==> config.mk <==
export PLATFORM = sky130hd
export DESIGN_NAME = period_match_timer
export DESIGN_NICKNAME = d
export VERILOG_FILES = /design/src/period_prescaler.v /design/src/period_postscaler.v /design/src/period_match_timer.v
export VERILOG_INCLUDE_DIRS = /design/src /design/src/src
export SDC_FILE = /design/constraint.sdc
export NUM_CORES = 1
export LEC_CHECK = 0
export CAP_MARGIN = 20
export CORE_MARGIN = 5
export CORE_UTILIZATION = 25
export CTS_BUF_LIST = sky130_fd_sc_hd__clkbuf_2 sky130_fd_sc_hd__clkbuf_4 sky130_fd_sc_hd__clkbuf_8
export DETAILED_ROUTE_END_ITERATION = 6
export DONT_BUFFER_PORTS = 1
export GPL_ROUTABILITY_DRIVEN = 0
export MAX_ROUTING_LAYER = met4
export SYNTH_ARGS = -nofsm -noshare
export SYNTH_HDL_FRONTEND = slang
export SYNTH_SLANG_ARGS = --single-unit
==> constraint.sdc <==
create_clock -name clk_i -period 5.15 [get_ports clk_i]
set_input_delay 0 -clock clk_i [delete_from_list [all_inputs] [get_ports clk_i]]
set_output_delay 0 -clock clk_i [all_outputs]
set_load 0.1 [all_outputs]
==> src/period_timer_map.vh <==
// period_timer_map.vh: register offsets, field positions, reset values and divider codes
// assumes a 32-bit classic wishbone slave with word-aligned byte addresses
`ifndef PERIOD_TIMER_MAP_VH
`define PERIOD_TIMER_MAP_VH

// register byte offsets
`define OFS_CONTROL       4'h0
`define OFS_COUNTER       4'h4
`define OFS_LIMIT         4'h8
`define OFS_IRQ_STATUS    4'hc

// register index bits taken from the wishbone address
`define ADR_HI            3
`define ADR_LO            2

// control register fields
`define CTL_WRITE_MASK    8'h7f
`define CTL_RUN_BIT       2
`define CTL_POST_HI       6
`define CTL_POST_LO       3
`define CTL_PRE_HI        1
`define CTL_PRE_LO        0

// reset values
`define RST_CONTROL       8'h00
`define RST_COUNTER       8'h00
`define RST_LIMIT         8'hff

// irq status/mask register layout: bit 0 flag, bit 8 enable
`define IRQ_FLAG_BIT      0
`define IRQ_ENABLE_BIT    8

// instruction clock: divider count at which the enable fires, once per four system clocks
`define INSTR_DIV         2'd3

// prescaler terminal counts (ratio minus one)
`define PRE_DIV1          6'h00
`define PRE_DIV4          6'h03
`define PRE_DIV16         6'h0f
`define PRE_DIV64         6'h3f

`endif

==> src/period_prescaler.v <==
// period_prescaler.v: instruction-clock divider and selectable prescaler
// derives its own one-cycle tick at the instruction rate from quarter_reg
`timescale 1ns/1ns
`default_nettype none
`include "period_timer_map.vh"

module period_prescaler (
    // clock and reset
    input  wire       clk_i,
    input  wire       rst_i,
    // control
    input  wire       clear_i,
    input  wire       run_i,
    input  wire [1:0] select_i,
    // timer step enable
    output reg        step_o
);

    reg  [1:0] quarter_reg;
    reg  [5:0] count_reg;
    reg  [5:0] terminal;
    wire       tick;

    always @* begin
        case (select_i)
            2'b00:   terminal = `PRE_DIV1;
            2'b01:   terminal = `PRE_DIV4;
            2'b10:   terminal = `PRE_DIV16;
            default: terminal = `PRE_DIV64;
        endcase
    end

    // instruction clock is one quarter of the system clock
    assign tick = (quarter_reg == `INSTR_DIV);

    always @(posedge clk_i) begin
        if (rst_i) begin
            quarter_reg <= 2'd0;
            count_reg   <= 6'h00;
            step_o      <= 1'b0;
        end else begin
            quarter_reg <= quarter_reg + 2'd1;
            step_o      <= 1'b0;
            if (clear_i) begin
                count_reg <= 6'h00;
            end else if (run_i && tick) begin
                if (count_reg >= terminal) begin
                    count_reg <= 6'h00;
                    step_o    <= 1'b1;
                end else begin
                    count_reg <= count_reg + 6'h01;
                end
            end
        end
    end

endmodule
`default_nettype wire

==> src/period_postscaler.v <==
// period_postscaler.v: 4-bit match postscaler
// assumes match_i is a one-cycle pulse
`timescale 1ns/1ns
`default_nettype none

module period_postscaler (
    // clock and reset
    input  wire       clk_i,
    input  wire       rst_i,
    // control
    input  wire       clear_i,
    input  wire [3:0] select_i,
    input  wire       match_i,
    // terminal count pulse
    output reg        event_o
);

    reg [3:0] count_reg;

    always @(posedge clk_i) begin
        if (rst_i) begin
            count_reg <= 4'h0;
            event_o   <= 1'b0;
        end else begin
            event_o <= 1'b0;
            if (clear_i) begin
                count_reg <= 4'h0;
            end else if (match_i) begin
                if (count_reg == select_i) begin
                    count_reg <= 4'h0;
                    event_o   <= 1'b1;
                end else begin
                    count_reg <= count_reg + 4'h1;
                end
            end
        end
    end

endmodule
`default_nettype wire

==> src/period_match_timer.v <==
// period_match_timer.v: 8-bit period-match timer with prescaler and postscaler
// assumes a classic wishbone master on clk_i and a sleep level from the core
//
// The implementer's own choices: the register offsets and the Wishbone register port.
`timescale 1ns/1ns
`default_nettype none
`include "period_timer_map.vh"

module period_match_timer #(
    parameter SPI_CLOCK_SOURCE = 1
) (
    // clock and reset
    input  wire        clk_i,
    input  wire        rst_i,
    // wishbone slave
    input  wire        cyc_i,
    input  wire        stb_i,
    input  wire        we_i,
    input  wire [3:0]  adr_i,
    input  wire [3:0]  sel_i,
    input  wire [31:0] dat_i,
    output reg  [31:0] dat_o,
    output reg         ack_o,
    // core state
    input  wire        sleep_i,
    // timer outputs
    output reg         match_o,
    output reg         spi_clk_o,
    output reg         irq_o
);

    ////////////////////////////////////////////////////////////////////////////////
    // registers

    reg  [7:0] period_timer_control_reg;
    reg  [7:0] period_counter_reg;
    reg  [7:0] period_limit_reg;
    reg        match_irq_flag_reg;
    reg        match_irq_enable_reg;
    reg        match_reg;
    wire       step;
    wire       post_event;
    wire       access;
    wire       wr;
    wire       rd;
    wire       sel_lo;
    wire       wr_ctl;
    wire       wr_cnt;
    wire       wr_lim;
    wire       wr_irq;
    wire       rd_irq;
    wire       scaler_clear;
    wire       running;
    reg  [31:0] read_data;

    function is_reg;
        input [3:0] adr;
        input [3:0] ofs;
        begin
            is_reg = (adr[`ADR_HI:`ADR_LO] == ofs[`ADR_HI:`ADR_LO]);
        end
    endfunction

    ////////////////////////////////////////////////////////////////////////////////
    // bus decode

    assign access = cyc_i && stb_i && !ack_o;
    assign wr     = access && we_i;
    assign rd     = access && !we_i;
    assign sel_lo = sel_i[0];
    assign wr_ctl = wr && sel_lo && is_reg(adr_i, `OFS_CONTROL);
    assign wr_cnt = wr && sel_lo && is_reg(adr_i, `OFS_COUNTER);
    assign wr_lim = wr && sel_lo && is_reg(adr_i, `OFS_LIMIT);
    assign wr_irq = wr && is_reg(adr_i, `OFS_IRQ_STATUS);
    assign rd_irq = rd && is_reg(adr_i, `OFS_IRQ_STATUS);

    assign scaler_clear = wr_ctl || wr_cnt;
    // sleep freezes counting without touching any register
    assign running = period_timer_control_reg[`CTL_RUN_BIT] && !sleep_i;

    always @* begin
        read_data = 32'h0000_0000;
        case (adr_i[`ADR_HI:`ADR_LO])
            2'd0: read_data[7:0] = period_timer_control_reg & `CTL_WRITE_MASK;
            2'd1: read_data[7:0] = period_counter_reg;
            2'd2: read_data[7:0] = period_limit_reg;
            default: begin
                read_data[`IRQ_FLAG_BIT]   = match_irq_flag_reg;
                read_data[`IRQ_ENABLE_BIT] = match_irq_enable_reg;
            end
        endcase
    end

    always @(posedge clk_i) begin
        if (rst_i) begin
            ack_o <= 1'b0;
            dat_o <= 32'h0000_0000;
        end else begin
            ack_o <= access;
            if (rd) begin
                dat_o <= read_data;
            end
        end
    end

    ////////////////////////////////////////////////////////////////////////////////
    // scalers

    period_prescaler u_pre (
        .clk_i    (clk_i),
        .rst_i    (rst_i),
        .clear_i  (scaler_clear),
        .run_i    (running),
        .select_i (period_timer_control_reg[`CTL_PRE_HI:`CTL_PRE_LO]),
        .step_o   (step)
    );

    period_postscaler u_post (
        .clk_i    (clk_i),
        .rst_i    (rst_i),
        .clear_i  (scaler_clear),
        .select_i (period_timer_control_reg[`CTL_POST_HI:`CTL_POST_LO]),
        .match_i  (match_reg),
        .event_o  (post_event)
    );

    ////////////////////////////////////////////////////////////////////////////////
    // counter, limit and control

    always @(posedge clk_i) begin
        if (rst_i) begin
            period_timer_control_reg <= `RST_CONTROL;
            period_counter_reg       <= `RST_COUNTER;
            period_limit_reg         <= `RST_LIMIT;
            match_reg                <= 1'b0;
        end else begin
            match_reg <= 1'b0;
            if (wr_ctl) begin
                period_timer_control_reg <= dat_i[7:0] & `CTL_WRITE_MASK;
            end
            if (wr_lim) begin
                period_limit_reg <= dat_i[7:0];
            end
            if (wr_cnt) begin
                period_counter_reg <= dat_i[7:0];
            end else if (running && step) begin
                if (period_counter_reg == period_limit_reg) begin
                    period_counter_reg <= 8'h00;
                    match_reg          <= 1'b1;
                end else begin
                    period_counter_reg <= period_counter_reg + 8'h01;
                end
            end
        end
    end

    ////////////////////////////////////////////////////////////////////////////////
    // interrupt and outputs

    always @(posedge clk_i) begin
        if (rst_i) begin
            match_irq_flag_reg   <= 1'b0;
            match_irq_enable_reg <= 1'b0;
        end else begin
            if (post_event) begin
                match_irq_flag_reg <= 1'b1;
            end else if (rd_irq) begin
                match_irq_flag_reg <= 1'b0;
            end
            if (wr_irq && sel_i[1]) begin
                match_irq_enable_reg <= dat_i[`IRQ_ENABLE_BIT];
            end
        end
    end

    always @(posedge clk_i) begin
        if (rst_i) begin
            match_o   <= 1'b0;
            spi_clk_o <= 1'b0;
            irq_o     <= 1'b0;
        end else begin
            match_o   <= match_reg;
            spi_clk_o <= (SPI_CLOCK_SOURCE != 0) && match_reg;
            irq_o     <= (match_irq_flag_reg || post_event) && match_irq_enable_reg;
        end
    end

endmodule
`default_nettype wire

== Word level (Yosys, flattened, before mapping) ==
Cells that the tools add are included.
Storage, ports and cells
  output and inout bits: 36
  bits in registers: 52
  bits of input ports: 46
Cells by class
  equal/unequal tests: 8
  bitwise operators: 3
  order comparisons: 1
  add/subtract/negate cells: 4
  reductions and logical operators: 29
  muxes and demuxes: 14
Operators with widths (count)
  8-bit 2-to-1 mux: 3
  7-bit case mux with 3 select lines: 1
  6-bit case mux with 3 select lines: 1
  1-bit logical AND: 15
  3-bit OR reduction: 4
  8-bit by 1-bit adder with 8-bit output (second input constant): 1
  2-bit equality test (second input constant): 4
  8-bit equality test: 1
  6-bit by 1-bit adder with 6-bit output (second input constant): 1
  6-bit greater-or-equal comparator: 1
  1-bit 2-to-1 mux: 6
  6-bit 2-to-1 mux: 1
  4-bit by 1-bit adder with 4-bit output (second input constant): 1
  2-bit by 1-bit equality test with 1-bit output (second input constant): 2
  4-bit equality test: 1
  2-bit zero test: 2
  4-bit 2-to-1 mux: 1
  2-bit nonzero test: 2
  1-bit zero test: 3
  1-bit inverter: 3
  1-bit case mux with 3 select lines: 1
  2-bit by 1-bit adder with 2-bit output (second input constant): 1
  1-bit logical OR: 2
  2-bit OR reduction: 1

== Logic depth before layout (Yosys ltp) ==
  depth in word-level cells: 7
  depth in mapped cells: 7

== Cells and area by module ==
A second synthesis with hierarchy kept.
Second synthesis, totals
  cell total of the unflattened synthesis: 322
  area, all modules: 2910.3 sq um
By module, submodules not included
  period_match_timer: instances 1, cells an instance 239, area each 2074.5 sq um, seq. area each 760.7 sq um
  period_prescaler: instances 1, cells an instance 53, area each 531.8 sq um, seq. area each 180.2 sq um
  period_postscaler: instances 1, cells an instance 30, area each 304.0 sq um, seq. area each 100.1 sq um

== Least setup slack after synthesis ==
No wires, ideal clock.
  path kind: reg-to-reg
  start point: reg ack_o
  end point: reg period_limit_reg[0]
  setup time: 120 ps
  cell stages (with the launch flop): 6
  path buffers: 2
  path slack: 3096 ps
  data arrival time: 1935 ps
  period minus slack after synthesis: 2054 ps
  cell sequence: dfxtp_1 and4b_1 and3_1 buf_2 buf_6 a211o_1
Between the ends
  longest elaborated chain between the ends: 5
RTL lines
  start: declaration: RTL line period_match_timer.v:23  | output reg ack_o,
  start signal: assignment: RTL line period_match_timer.v:99  | ack_o <= access;
  1-bit zero test: RTL line period_match_timer.v:67  | assign access = cyc_i && stb_i && !ack_o;
  1-bit logical AND: RTL line period_match_timer.v:67
  1-bit logical AND: RTL line period_match_timer.v:68  | assign wr = access && we_i;
  1-bit logical AND (2 in a row): RTL line period_match_timer.v:73  | assign wr_lim = wr && sel_lo && is_reg(adr_i, `OFS_LIMIT);
  end signal: assignment: RTL line period_match_timer.v:134  | period_limit_reg <= `RST_LIMIT;
  end signal: assignment: RTL line period_match_timer.v:142  | period_limit_reg <= dat_i[7:0];
  end: declaration: RTL line period_match_timer.v:37  | reg [7:0] period_limit_reg;
No other way between the ends.
A chain may end at the register's enable or synchronous reset.

== Worst setup path in the final report ==
  start point: reg ack_o
  end point: reg dat_o[8]
Between the ends
  longest elaborated chain between the ends: 3
RTL lines
  1-bit zero test: RTL line period_match_timer.v:67
  1-bit logical AND: RTL line period_match_timer.v:67
  1-bit logical AND: RTL line period_match_timer.v:69  | assign rd = access && !we_i;
  end signal: assignment: RTL line period_match_timer.v:101  | dat_o <= read_data;
  end: declaration: RTL line period_match_timer.v:22  | output reg [31:0] dat_o,
No other way between the ends.

==> results.cfg <==
[status]
status = finished, final reports clean

[critical_path]
cp.required_ns = 5.40
crit_family = buffers and inverters
crit_type = reg -> reg
worstPathArrival_ns = 3.35
path_cells = nand3b_1 -> nor2_2 -> nand4_1 -> dlygate4sd3_1 -> a21oi_1 -> dlygate4sd3_1
cp-start-kind = flop
path_buf_inv = 2
end_kind = flop
slowest_stage = dfxtp_1
cpMostUsedCell = dlygate4sd3_1
cp_max_fo = 17
slowest_delay_ns = 0.67

[routing]
top_layer = met4
wl_per_cell_um = 13.84
drc = 0
first_iter_violations = 69
routed_via_density = 4.605
wl_met3_um = 415
drt.antenna.violating_nets = 0
wl_met2_um = 3176
vias = 2183
finalWirelength_um = 6559
dr.pass1.iters = 4
wl_met1_um = 2848

[run]
cap_violations = 0

[floorplanning]
die_h_um = 116.2
pin_count = 82
rows = 38
core_um2 = 10940
die_area_um2 = 13490
start_util_pct = 25.77
die_w_um = 116.2

[logic_synthesis]
yosys.area_share.simple_pct = 22.51
yosys-top-cells-area = dfxtp_1, buf_4, nor2_1
synth_top_family_by_area = simple AND/OR/NAND/NOR gates
synth_ff_type = dfxtp_1
ys_warn_count = 0
synth_compound_area_share_pct = 13.06
synth.top_cell.area_share_pct = 36.94
synth_mux_area_share_pct = 6.128
synth_edf_count = 0
ys_ff_latch = 52
syn_inst = 323
synth_top_cell_by_area = dfxtp_1
synth_area_um2 = 2818
synthMostInstantiatedCell = dfxtp_1
netlist-cell-type-count = 49
yosys-top-cells-count = dfxtp_1, nor2_1, buf_4, nand2_1, a21oi_1
async_flop_share_pct = 0
synthAdderAreaFrac_pct = 4.440
yosysSeqAreaShare_pct = 36.94
synthXorXnorAreaFrac_pct = 6.483
avgSynthCellArea_um2 = 8.724

[global_routing]
antenna_found_initial = 1
track_usage_pct = 10.15
grt-ovfl-total = 0
grt_pass1_vias = 2133
grt_max_degree = 41
grt_pass1_wl_um = 10570

[clock_network]
cts_tree = done
clockBufferDepth = 2
path_clk_slew_ns = 0.09
clk_latency_ns = 0.31
cts-buffers-inserted = 5
h-tree-depth = 2
cts_root_buf = clkbuf_8
cts-resized-gates = 0
cts_setup_buffers = 0
cts_sinks = 52
cts_hold_buf = 21

[power_and_ir_drop]
comb_power_share_pct = 16.8
p_leak_nw = 1.159
p_sw_mw = 0.2752
p_per_area_nw_per_um2 = 260.4
pwr-share-seq_pct = 55.4
total_power_mw = 0.8116
vdd_drop_max_v = 0.00009706
pwr-share-clk_pct = 27.8
swShare_pct = 33.91
internal_power_mw = 0.5365

[final_layout]
fin_nets = 389
regArea_um2 = 1042
largest_reg_flops = 9
area_growth_pct = 10.61
utilization_pct = 28.50
multiInputGateArea_um2 = 1569
fill_cells = 1169
drive_gt1_share_pct = 5.405

[timing]
final.min_clock_period_ns = 3.100
finClkSkew_ns = 0.01060
final-max-slew-violation-count = 0
setup-tns-final_ns = 0
worstMarginPinSlew_ns = 1.012
setup_viol_count_final = 0
clock.fmax_mhz = 322.6
hold_viol_final = 0
relSlewSlack_pct = 32.43
fin_crit_sh_pct = 60.19
rsz0062_at_grt = false

[min_path]
hold_class = in -> reg

[placed_design]
hpwl_um = 4618
port_buffers = 0
-- through the flow --
stage | instance area [µm²] | setup WS [ns] | std cells | hold slack, ns
2_1_floorplan | 2900 | 3.096 | 345 | 0.1179
3_3_place_gp | 2813 | 2.681 | 445 | 0.07442
3_5_place_dp | 2813 | 2.649 | 445 | 0.07486
4_1_cts | 3114 | 2.122 | 473 | 0.003030
5_1_grt | 3117 | 1.855 | 474 | 0.03348
6_report | 3117 | 2.050 | 474 | 0.001105
-- kinds of logic after synthesis --
logic type / after synthesis
buffers and inverters: 47
adders and majority gates: 10
other: 1
and+or+nand+nor: 122
xor gates and xnor gates: 20
muxes: 16
DFF: 52
AOI/OAI and AO/OA: 55
-- cell type report --
cell class / instances / area share [%]
multi-input combinational: 246 / 50.34
sequential: 52 / 33.44
timing repair buffer: 21 / 7.065
tap: 140 / 5.620
clock buffer: 5 / 2.208
inverter: 7 / 0.8430
clock inverter: 2 / 0.4014
antenna: 1 / 0.08029
-- worst min-delay path, cell delays in order --
cell and delay [ns]:
nor2_1 0.03, a21oi_1 0.15, a211oi_1 0.09
-- worst paths after layout --
kind,startpoint,end,slack [ns],depth (start not counted)
worst min register to register,u_pre.quarter_reg[0],u_pre.quarter_reg[0],0.43,1
worst max-delay path,ack_o,dat_o[8],2.05,6
worst max register to register,ack_o,dat_o[8],2.05,6
worst min-delay path,adr_i[3],dat_o[1],0.001,3
-- layout by cell type (no fill, tap or decap), types with 2 or more instances in the layout --
cell | netlist | final
dfxtp_1 | 52 | 51
nor2_1 | 44 | 44
conb_1 | 1 | 23
nand2_1 | 20 | 20
dlygate4sd3_1 | 0 | 20
a21oi_1 | 19 | 19
xor2_1 | 17 | 17
mux2i_1 | 15 | 15
nor2b_1 | 12 | 12
a211oi_1 | 10 | 10
ha_1 | 10 | 10
a211o_1 | 8 | 8
inv_1 | 7 | 7
nand3_1 | 7 | 7
nand4_1 | 6 | 6
o21ai_0 | 5 | 5
clkbuf_8 | 0 | 5
and3b_1 | 4 | 4
nand3b_1 | 4 | 4
and3_1 | 3 | 3
nor4_1 | 3 | 3
or3_1 | 3 | 3
o21bai_1 | 3 | 3
or2_2 | 2 | 2
and4b_1 | 2 | 2
nor4_2 | 2 | 2
a311oi_1 | 2 | 2
or2_1 | 2 | 2
a31oi_1 | 2 | 2
xnor2_1 | 2 | 2
-- routing by layer --
metal  track usage, %  vias to the layer above
met1            12.33                     1016
li1                 -                     1095
met3            2.902                       13
met2            16.38                       59
met5                -                        -
met4            3.094                        0
-- power groups by stage --
| stage | Clock, mW | Combinational (mW) | Sequential, mW |
|---|---|---|---|
| floorplan | 0 | 0.134 | 0.453 |
| global placement | 0 | 0.115 | 0.459 |
| detailed placement | 0 | 0.116 | 0.459 |
| CTS | 0.232 | 0.137 | 0.450 |
| global route | 0.246 | 0.145 | 0.452 |
| finish | 0.226 | 0.137 | 0.450 |
Power figures use the tool's default switching activity.
